`src/hw/legacy_port_map.svh`:
```
`ifndef LEGACY_PORT_MAP_SVH
`define LEGACY_PORT_MAP_SVH

// ----------------------------------------------------------------------
// Register indexes
// ----------------------------------------------------------------------
`define IDX_ECP_SW_IND     8'h22
`define IDX_PAR_BASE       8'h23
`define IDX_SER1_BASE      8'h24
`define IDX_SER2_BASE      8'h25
`define IDX_PAR_DMA        8'h26
`define IDX_PAR_IRQ        8'h27

// ----------------------------------------------------------------------
// Register bus offsets
// ----------------------------------------------------------------------
`define OFF_INDEX          2'h0
`define OFF_DATA           2'h1
`define OFF_CONTROL        2'h2

// ----------------------------------------------------------------------
// Fields and reset values
// ----------------------------------------------------------------------
`define ECP_SW_MASK        8'h3F
`define SER_BASE_MASK      8'hFE
`define CTRL_CFG_BIT       0
`define CTRL_EPP_BIT       1
`define CTRL_ECP_BIT       2
`define CTRL_MASK          8'h07
`define REG_RESET          8'h00
`define DMA_CODE_NONE      4'hF
`define IRQ_CODE_NONE      4'h0

`endif

```
`src/hw/legacy_port_pkg.sv`:
```
package legacy_port_pkg;

    // Parallel port operating modes
    typedef enum logic [1:0] {
        PMODE_COMPAT = 2'h0,
        PMODE_EPP    = 2'h1,
        PMODE_ECP    = 2'h2
    } par_mode_t;

endpackage : legacy_port_pkg

```
`src/hw/legacy_port_resource_map.sv`:
```
// Summary of operation
// - ECP indicator stores DMA/IRQ fields, software only
// - Reserved bits read back as zero
// - Access only in config state via index
// - Non-EPP parallel decode ignores A[1:0]
// - EPP parallel decode ignores A[2:0]
// - Top base bits zero disable decoding
// - A[15:10] zero, except A10 in ECP
// - Parallel base bits 0..7 compare A[9:2]
// - Serial one base bits 1..7 compare A[9:3]
// - Serial one needs A[15:10] zero, match
// - Serial two base bits 1..7 compare A[9:3]
// - Serial two needs A[15:10] zero, match
// - DMA code 1..3 selects channel, F none
// - Unselected DMA request lines tristated
// - IRQ code 1..15 selects line, 0 none
// - Unselected IRQ lines tristated
// - All registers reset to zero
`timescale 1ns/1ps
`default_nettype none
`include "legacy_port_map.svh"

module legacy_port_resource_map (
    // Clock and reset
    input  wire logic        clk,
    input  wire logic        rst,
    // Register port
    input  wire logic [1:0]  reg_addr,
    input  wire logic [7:0]  reg_wdata,
    input  wire logic        reg_wr,
    input  wire logic        reg_rd,
    output logic      [7:0]  reg_rdata,
    // Host address (pins)
    input  wire logic [15:0] host_addr,
    // Port selects
    output logic             par_sel,
    output logic             par_upper_sel,
    output logic             ser1_sel,
    output logic             ser2_sel,
    // Parallel port requests
    input  wire logic        par_dma_req,
    input  wire logic        par_irq,
    // DMA request pins, channels 1..3
    output logic      [3:1]  dma_request_out,
    output logic      [3:1]  dma_request_oe,
    // IRQ pins, lines 1..15
    output logic      [15:1] irq_out,
    output logic      [15:1] irq_oe
);

    // ------------------------------------------------------------------
    // Functions
    // ------------------------------------------------------------------
    function automatic logic base_enabled(input logic [7:0] base);
        base_enabled = base[7] | base[6];
    endfunction : base_enabled

    // Both serial decoders compare A[9:3] against base bits 7:1
    function automatic logic ser_match(input logic [15:0] a,
                                       input logic [7:0]  base);
        ser_match = (a[9:3] == base[7:1]);
    endfunction : ser_match

    // Read data is zero outside the cycle after a read strobe
    function automatic logic [7:0] reg_req_data(input logic       rd,
                                                input logic [7:0] d);
        reg_req_data = rd ? d : 8'h00;
    endfunction : reg_req_data

    // ------------------------------------------------------------------
    // Registers
    // ------------------------------------------------------------------
    logic [7:0]  index_q;
    logic [7:0]  control_q;
    logic [7:0]  ecp_sw_q;
    logic [7:0]  par_base_q;
    logic [7:0]  ser1_base_q;
    logic [7:0]  ser2_base_q;
    logic [7:0]  par_dma_q;
    logic [7:0]  par_irq_q;
    logic [15:0] addr_s1_q;
    logic [15:0] addr_s2_q;
    logic [1:0]  req_s1_q;
    logic [1:0]  req_s2_q;

    // ------------------------------------------------------------------
    // Register decode
    // ------------------------------------------------------------------
    wire        cfg_mode  = control_q[`CTRL_CFG_BIT];
    wire        epp_en    = control_q[`CTRL_EPP_BIT];
    wire        ecp_en    = control_q[`CTRL_ECP_BIT];
    wire        wr_index  = reg_wr && (reg_addr == `OFF_INDEX);
    wire        wr_ctrl   = reg_wr && (reg_addr == `OFF_CONTROL);
    // Data window is dead outside configuration state
    wire        wr_data   = reg_wr && (reg_addr == `OFF_DATA)
                            && cfg_mode;
    wire        wr_ecp    = wr_data && (index_q == `IDX_ECP_SW_IND);
    wire        wr_pbase  = wr_data && (index_q == `IDX_PAR_BASE);
    wire        wr_s1base = wr_data && (index_q == `IDX_SER1_BASE);
    wire        wr_s2base = wr_data && (index_q == `IDX_SER2_BASE);
    wire        wr_pdma   = wr_data && (index_q == `IDX_PAR_DMA);
    wire        wr_pirq   = wr_data && (index_q == `IDX_PAR_IRQ);

    logic [7:0] data_sel;
    always_comb begin
        unique case (index_q)
            `IDX_ECP_SW_IND: data_sel = ecp_sw_q;
            `IDX_PAR_BASE:   data_sel = par_base_q;
            `IDX_SER1_BASE:  data_sel = ser1_base_q;
            `IDX_SER2_BASE:  data_sel = ser2_base_q;
            `IDX_PAR_DMA:    data_sel = par_dma_q;
            `IDX_PAR_IRQ:    data_sel = par_irq_q;
            default:         data_sel = 8'h00;
        endcase
    end

    wire [7:0] data_rd = cfg_mode ? data_sel : 8'h00;

    logic [7:0] rdata_d;
    always_comb begin
        unique case (reg_addr)
            `OFF_INDEX:   rdata_d = index_q;
            `OFF_DATA:    rdata_d = data_rd;
            `OFF_CONTROL: rdata_d = control_q;
            default:      rdata_d = 8'h00;
        endcase
    end

    // ------------------------------------------------------------------
    // Index and control storage
    // ------------------------------------------------------------------
    always_ff @(posedge clk) begin
        if (rst) begin
            index_q <= `REG_RESET;
        end else if (wr_index) begin
            index_q <= reg_wdata;
        end
    end

    always_ff @(posedge clk) begin
        if (rst) begin
            control_q <= `REG_RESET;
        end else if (wr_ctrl) begin
            control_q <= reg_wdata & `CTRL_MASK;
        end
    end

    // ------------------------------------------------------------------
    // Resource register storage
    // ------------------------------------------------------------------
    // Software-only value, drives no routing
    always_ff @(posedge clk) begin
        if (rst) begin
            ecp_sw_q <= `REG_RESET;
        end else if (wr_ecp) begin
            ecp_sw_q <= reg_wdata & `ECP_SW_MASK;
        end
    end

    always_ff @(posedge clk) begin
        if (rst) begin
            par_base_q <= `REG_RESET;
        end else if (wr_pbase) begin
            par_base_q <= reg_wdata;
        end
    end

    always_ff @(posedge clk) begin
        if (rst) begin
            ser1_base_q <= `REG_RESET;
        end else if (wr_s1base) begin
            ser1_base_q <= reg_wdata & `SER_BASE_MASK;
        end
    end

    always_ff @(posedge clk) begin
        if (rst) begin
            ser2_base_q <= `REG_RESET;
        end else if (wr_s2base) begin
            ser2_base_q <= reg_wdata & `SER_BASE_MASK;
        end
    end

    // Upper nibble kept as written; software owns its value
    always_ff @(posedge clk) begin
        if (rst) begin
            par_dma_q <= `REG_RESET;
        end else if (wr_pdma) begin
            par_dma_q <= reg_wdata;
        end
    end

    always_ff @(posedge clk) begin
        if (rst) begin
            par_irq_q <= `REG_RESET;
        end else if (wr_pirq) begin
            par_irq_q <= reg_wdata;
        end
    end

    // ------------------------------------------------------------------
    // Read data
    // ------------------------------------------------------------------
    always_ff @(posedge clk) begin
        if (rst) begin
            reg_rdata <= 8'h00;
        end else begin
            reg_rdata <= reg_req_data(reg_rd, rdata_d);
        end
    end

    // ------------------------------------------------------------------
    // Pin synchronisers
    // ------------------------------------------------------------------
    // Only the second stage is read by the decoders
    always_ff @(posedge clk) begin
        if (rst) begin
            addr_s1_q <= 16'h0000;
        end else begin
            addr_s1_q <= host_addr;
        end
    end

    always_ff @(posedge clk) begin
        if (rst) begin
            addr_s2_q <= 16'h0000;
        end else begin
            addr_s2_q <= addr_s1_q;
        end
    end

    always_ff @(posedge clk) begin
        if (rst) begin
            req_s1_q <= 2'h0;
        end else begin
            req_s1_q <= {par_irq, par_dma_req};
        end
    end

    always_ff @(posedge clk) begin
        if (rst) begin
            req_s2_q <= 2'h0;
        end else begin
            req_s2_q <= req_s1_q;
        end
    end

    // ------------------------------------------------------------------
    // Address decoders
    // ------------------------------------------------------------------
    legacy_port_pkg::par_mode_t pmode;
    assign pmode = ecp_en ? legacy_port_pkg::PMODE_ECP
                 : (epp_en ? legacy_port_pkg::PMODE_EPP
                           : legacy_port_pkg::PMODE_COMPAT);

    wire       hi_zero  = (addr_s2_q[15:11] == 5'h00);
    wire       a10      = addr_s2_q[10];
    // ECP lets A10 pick the upper register group
    wire       par_hi_ok = hi_zero && ((pmode == legacy_port_pkg::PMODE_ECP)
                                       || !a10);
    // EPP frees A2 for its own register block
    wire       par_match = (pmode == legacy_port_pkg::PMODE_EPP)
        ? (addr_s2_q[9:3] == par_base_q[7:1])
        : (addr_s2_q[9:2] == par_base_q);
    wire       par_hit  = base_enabled(par_base_q) && par_hi_ok
                          && par_match;
    wire       s1_hit   = base_enabled(ser1_base_q) && hi_zero && !a10
                          && ser_match(addr_s2_q, ser1_base_q);
    wire       s2_hit   = base_enabled(ser2_base_q) && hi_zero && !a10
                          && ser_match(addr_s2_q, ser2_base_q);

    // ------------------------------------------------------------------
    // DMA and IRQ routing
    // ------------------------------------------------------------------
    wire [3:0] dma_code = par_dma_q[3:0];
    wire [3:0] irq_code = par_irq_q[3:0];
    logic [3:1] dma_oe_d;
    logic [15:1] irq_oe_d;
    always_comb begin
        dma_oe_d = 3'h0;
        irq_oe_d = 15'h0000;
        // Reserved codes and NONE leave every channel released
        for (int i = 1; i <= 3; i++) begin
            if (dma_code == 4'(i))
                dma_oe_d[i] = 1'b1;
        end
        for (int j = 1; j <= 15; j++) begin
            if (irq_code == 4'(j))
                irq_oe_d[j] = 1'b1;
        end
    end

    // ------------------------------------------------------------------
    // Port select outputs
    // ------------------------------------------------------------------
    always_ff @(posedge clk) begin
        if (rst) begin
            par_sel <= 1'b0;
        end else begin
            par_sel <= par_hit;
        end
    end

    always_ff @(posedge clk) begin
        if (rst) begin
            par_upper_sel <= 1'b0;
        end else begin
            par_upper_sel <= par_hit && a10;
        end
    end

    always_ff @(posedge clk) begin
        if (rst) begin
            ser1_sel <= 1'b0;
        end else begin
            ser1_sel <= s1_hit;
        end
    end

    always_ff @(posedge clk) begin
        if (rst) begin
            ser2_sel <= 1'b0;
        end else begin
            ser2_sel <= s2_hit;
        end
    end

    // ------------------------------------------------------------------
    // DMA and IRQ pin outputs
    // ------------------------------------------------------------------
    always_ff @(posedge clk) begin
        if (rst) begin
            dma_request_oe <= 3'h0;
        end else begin
            dma_request_oe <= dma_oe_d;
        end
    end

    // Released lines also drive low, so nothing floats inside the chip
    always_ff @(posedge clk) begin
        if (rst) begin
            dma_request_out <= 3'h0;
        end else begin
            dma_request_out <= dma_oe_d & {3{req_s2_q[0]}};
        end
    end

    always_ff @(posedge clk) begin
        if (rst) begin
            irq_oe <= 15'h0000;
        end else begin
            irq_oe <= irq_oe_d;
        end
    end

    always_ff @(posedge clk) begin
        if (rst) begin
            irq_out <= 15'h0000;
        end else begin
            irq_out <= irq_oe_d & {15{req_s2_q[1]}};
        end
    end

endmodule : legacy_port_resource_map
`default_nettype wire

```
`config.mk`:
```
export PLATFORM = sky130hd
export DESIGN_NAME = legacy_port_resource_map
export DESIGN_NICKNAME = d
export VERILOG_FILES = /design/src/hw/legacy_port_pkg.sv /design/src/hw/legacy_port_resource_map.sv
export VERILOG_INCLUDE_DIRS = /design/src /design/src/hw
export SDC_FILE = /design/constraint.sdc
export NUM_CORES = 1
export LEC_CHECK = 0
export ABC_AREA = 1
export ABC_CLOCK_PERIOD_IN_PS = 1400
export BUFFER_PORTS_ARGS = -buffer_cell sky130_fd_sc_hd__clkbuf_2
export CORE_ASPECT_RATIO = 1.1
export CORE_MARGIN = 2
export CORE_UTILIZATION = 45
export DETAILED_ROUTE_END_ITERATION = 10
export GPL_ROUTABILITY_DRIVEN = 0
export GPL_TIMING_DRIVEN = 0
export PLACE_DENSITY = 0.71
export SLEW_MARGIN = 20
export SYNTH_ARGS = -nofsm -noshare
export SYNTH_HDL_FRONTEND = slang
export SYNTH_SLANG_ARGS = --single-unit
```
`constraint.sdc`:
```
create_clock -name clk -period 1.4 [get_ports clk]
set_input_delay 0.28 -clock clk [delete_from_list [all_inputs] [get_ports clk]]
set_output_delay 0.28 -clock clk [all_outputs]
set_load 0.01 [all_outputs]
```
======== Word-level counts from Yosys, hierarchy flattened ========
Index checks and enable logic that the tools add are counted.
operators by class
  reduce and logical (&&, ||, !) cells .... 25
  mux-type cells .......................... 24
  equal/unequal tests ..................... 32
  bitwise operators ....................... 6
operators with widths
  operator              number
  $eq A8 B6 Y1 const B  6
  $pmux W8 S6           1
  $eq A4 B4 Y1 const B  8
  $pmux W8 S3           1
  $eq A7 B7 Y1          3
  $logic_and A1 B1 Y1   20
  $mux W1               20
  $eq A4 B2 Y1 const B  4
  $eq A4 B3 Y1 const B  4
  $and A15 B15 Y15      1
  $eq A4 B1 Y1 const B  2
  $eq A8 B8 Y1          1
  $mux W8               1
  $logic_not A5 Y1      1
  $eq A2 B1 Y1 const B  2
  $eq A2 B2 Y1 const B  2
  $and A3 B3 Y3         1
  $or A1 B1 Y1          3
  $logic_not A2 Y1      1
  $mux W2               1
  $reduce_or A2 Y1      1
  $logic_not A1 Y1      1
  $logic_or A1 B1 Y1    1
  $not A1 Y1            1
word-level totals
  bits of input ports ..................... 32
  register bits ........................... 139
  output and inout port bits .............. 48

======== Depth between registers and ports, before layout ========
  depth after elaboration ................. 8
  gate-level depth with buffers ........... 11
  mapped depth without buffers ............ 9

======== Least setup slack after synthesis ========
Ideal clock, no wire load.
  path kind ............................... reg-to-reg
  start ................................... reg index_q[3]
  end ..................................... reg par_dma_q[5]
  path buffers ............................ 1
  setup slack ............................. 94 ps
  stages on the path, launching flop included .. 9
  arrival time ............................ 1226 ps
  path through ............................ dfxtp_1 -> inv_2 -> nand2_2 -> nor2_4 -> nand2_4 -> nor2_8 -> buf_6 -> nor2_1 -> a211oi_2
on the way
  word-level cells in the longest chain between the ends .. 2
ends and longest elaborated chain
  element                 line                             text
  from (decl)             legacy_port_resource_map.sv:73   logic [7:0] index_q;
  from (signal assigned)  legacy_port_resource_map.sv:134  index_q <= `REG_RESET;
  from (signal assigned)  legacy_port_resource_map.sv:136  index_q <= reg_wdata;
  $eq A8 B6 Y1            --
  $logic_and A1 B1 Y1     legacy_port_resource_map.sv:101  wire wr_pdma = wr_data && (index_q == `IDX_PAR_DMA);
  to (signal assigned)    legacy_port_resource_map.sv:187  par_dma_q <= `REG_RESET;
  to (signal assigned)    legacy_port_resource_map.sv:189  par_dma_q <= reg_wdata;
  to (decl)               legacy_port_resource_map.sv:79   logic [7:0] par_dma_q;
Every way passes these cells.
A chain may end at the register's enable or synchronous reset.

======== Worst setup path in the final report ========
  start ................................... reg control_q[0]
  end ..................................... reg par_irq_q[2]
on the way
  word-level cells in the longest chain between the ends .. 2
ends and longest elaborated chain
  element                 line                             text
  from (decl)             legacy_port_resource_map.sv:74   logic [7:0] control_q;
  from (signal assigned)  legacy_port_resource_map.sv:142  control_q <= `REG_RESET;
  from (signal assigned)  legacy_port_resource_map.sv:144  control_q <= reg_wdata & `CTRL_MASK;
  $logic_and A1 B1 Y1     legacy_port_resource_map.sv:95   wire wr_data = reg_wr && (reg_addr == `OFF_DATA)
  $logic_and A1 B1 Y1     legacy_port_resource_map.sv:102  wire wr_pirq = wr_data && (index_q == `IDX_PAR_IRQ);
  to (signal assigned)    legacy_port_resource_map.sv:195  par_irq_q <= `REG_RESET;
  to (signal assigned)    legacy_port_resource_map.sv:197  par_irq_q <= reg_wdata;
  to (decl)               legacy_port_resource_map.sv:80   logic [7:0] par_irq_q;
Every way passes these cells.

==> metrics <==
outcome=finished with violations; failing checks=negative setup slack; Max Transition Viols Final=0; CP required=about 1700 ps; Setup Viol. Count Final=41; CP Launch Type=flop; complex-gate fraction of the synthesized area=roughly 15%; All-Layer GR Usage=between 20 and 25%; Antenna Nets Post-Route=0; Final Hold Vio Count=0; DP HPWL=8.971 mm; simple-gate share of the synthesized area=around 22%; Pleak=3.079 nW; Detailed Route Iter0 Violations=approximately 450; flops & latches, synth=between 100 and 150; Hold WS=a little over 40 ps; Worst Setup Path Type=flop to flop; Finished Core Util=between 60% and 70%; layout cells sized above 1=a little under a third; I/O pin cnt=80; Critical Path AT=between 1500 and 2000 ps; RSZ-0062 raised after global routing=yes; Design Area, Final=6917 µm²; PD cells=approximately 1300 nW/µm²; type of the worst min-delay path=input pin to flop; Avg Cell Area, Syn=between 8 and 9 µm²; Antenna diodes=0; CTS tree=built; Cell Chain, Critical Path=inv_2, nor3_4, nand2_4, buf_6, buf_6, nor2_8, buf_4, a211oi_2; total routed wirelength=approximately 14 mm; Overall Power=roughly 0.0089 W; Die X=~110 µm; post-synth top area share=a little over half; starting density of the core=between 40% and 50%; Placed Area=between 5000 and 6000 µm²; reg2reg path depth=8; Max Cap Viol=0; worst reg2reg path startpoint=control_q[0]; Post-CTS Hold Fix Bufs=0; wire length of the first global-routing pass=approximately 21 mm; DRC Markers=0; Max clock buf depth=2; post-synthesis sequential area ratio=between 50% and 60%; Crit Path Max Fanout=8; height of the die=~120 µm; Mapped Nets=~650; area share of xor/xnor cells in the synthesized design=under 10%; area of the multi-input gates=between 2000 and 2500 µm²; CP top delay family=simple AND/OR/NAND/NOR gates; DR vias=a little under 5k; cell area after synthesis=slightly above 5000 µm²; synthesized instance count=620; Slew @ Worst Pin=728.1 ps; Adder-Cell Fraction of Synth Area=0%; HP Start=host_addr[3]; total gr overflow=0; post-place setup slack=-322.2 ps; core box area=between 10000 and 15000 µm²; capturing point of the worst reg2reg path=par_irq_q[2]; H-tree depth=4; Rel. slew slack=approximately half; post-synthesis mux area share=0%; crit path time final=1501 ps; CTS Sinks=135; slack of the critical path=-100.6 ps; Port Buffer Count=77; Final Cycle Share=107.2%; register area=2713 µm²; Final Skew=just over 8 ps; flop-to-flop setup slack=-100 ps; row cnt=40; largest net degree at the start of global routing=17; clock latency on the worst-skew pair=~420 ps; worst min-delay path endpoint=addr_s1_q[3]; Filler cells=888; most used cell, CP=buf_6; crit end category=flop; clock slew at reported path FFs=60 ps; CP max-delay cell=dfxtp_2; area grow syn2layout=34.27%; fin nets=between 700 and 800; post-synth top area cell=dfxtp_1; crit-path max cell delay=approximately 320 ps; CP bufs+invs=4; CTS root buf=clkbuf_16; FMAX=roughly 670 MHz; Warnings, synthesis=0; maximum VDD drop=between 0.7 and 0.8 mV; Die ar.=around 12000 µm²; vias in the first global route=approximately 4.3k; drt first pass iters=5; Wirelength per Cell=approximately 16 µm; largest family of logic cells by synthesized area=simple AND/OR/NAND/NOR gates; CTS buffer count=17; Synth cell types=31; DR vias/cell=approximately 5.3; top post-synthesis cells by area=dfxtp_1 (52%), inv_1 (6.3%), nor2_1 (5.8%); hold path cells=3; initial antenna violation count=0; WP depth=8
-- flip-flops by register name, indices dropped and copies added (netlist names), 7 cells and up --
signal,count
irq_oe,15
irq_out,15
addr_s1_q,14
addr_s2_q,14
index_q,8
par_base_q,8
par_dma_q,8
par_irq_q,8
reg_rdata,8
ser1_base_q,7
ser2_base_q,7
-- Yosys cell counts --
library cell / instances
a211oi_1: 14
a211oi_2: 4
a21oi_1: 51
a221oi_1: 2
buf_1: 4
buf_4: 3
buf_6: 8
clkbuf_1: 8
dfxtp_1: 135
inv_1: 87
inv_2: 4
nand2_1: 54
nand2_2: 6
nand2_4: 3
nand3_1: 47
nand4_1: 4
nor2_1: 79
nor2_2: 1
nor2_4: 10
nor2_8: 2
nor3_1: 19
nor3_2: 1
nor3b_1: 2
nor4_1: 5
o2111ai_1: 2
o21a_1: 1
o21ai_0: 35
o21ai_1: 15
o22ai_1: 7
xnor2_1: 3
xor2_1: 4
-- timing repair --
item | CTS | global route
endpoints found under the hold margin | 0 | 0
buffers inserted | 12 | 16
gates cloned | 5 | 4
gates resized for setup | 38 | 57
setup endpoints to repair | 53 | 54
pin swaps | 21 | 13
-- kinds of logic (layout without fill, tap and decap cells) --
logic type,Yosys count,after routing
simple gates,233,234
flops,135,135
compound gates,131,131
buf+inv,114,258
xor+xnor,7,7
-- cell type report --
class / count / share of cell area (%)
clock buffers: 20 / 6.603
repair buffers: 113 / 10.98
multi-input cells: 372 / 31.10
well taps: 147 / 2.659
plain buffers: 22 / 2.388
inverters: 91 / 5.011
flip-flops and latches: 135 / 39.22
clock inverters: 12 / 2.044
-- metal layers --
layer / track usage, % / wire length (µm)
met2: 36.52 / 7069
met3: 5.525 / 1040
met5: 0 / 0
met1: 26.31 / 5620
met4: 12.89 / 663
-- power breakdown --
| part | internal, W | switching [W] | leakage [nW] |
|---|---|---|---|
| clock | 0.00274 | 0.00173 | 0.288 |
| sequential | 0.00391 | 0.0000366 | 1.10 |
| combinational | 0.000160 | 0.000291 | 1.69 |
-- per-stage QoR --
stage	cells	TNS [ps]
finish	912	-1728
global route	912	-4126
CTS	892	-5.970
detailed placement	844	-13380
global placement	844	-10420
floorplan	620	0
-- worst max-delay path by stage --
stage	startpoint	endpoint
after floorplan	index_q[3]	par_dma_q[5]
after global placement	reg_addr[1]	index_q[1]
after detailed placement	reg_addr[1]	index_q[1]
after CTS	index_q[6]	reg_rdata[1]
after global routing	index_q[4]	reg_rdata[5]
final	control_q[0]	par_irq_q[2]
-- cells in the final DEF (no fill, tap or decap), types with 3 or more instances in the layout --
cell type	instances
a211oi_1	6
a211oi_2	12
a21oi_1	49
buf_1	5
buf_12	3
buf_4	20
buf_6	19
buf_8	3
clkbuf_1	8
clkbuf_16	18
clkbuf_2	77
clkinv_4	4
dfxtp_1	127
dfxtp_2	8
inv_1	82
inv_2	8
inv_6	4
nand2_1	46
nand2_2	10
nand2_4	6
nand3_1	44
nand3_2	3
nand4_1	4
nor2_1	68
nor2_2	6
nor2_4	17
nor3_1	19
nor4_1	5
o21ai_0	28
o21ai_1	21
o22ai_1	7
xnor2_1	3
xor2_1	4
-- tightest hold or removal path: stages --
cell and delay, ps:
clkbuf_2 80, inv_1 40, nor2_1 30
No activity file was read; power rests on OpenSTA's default activity.
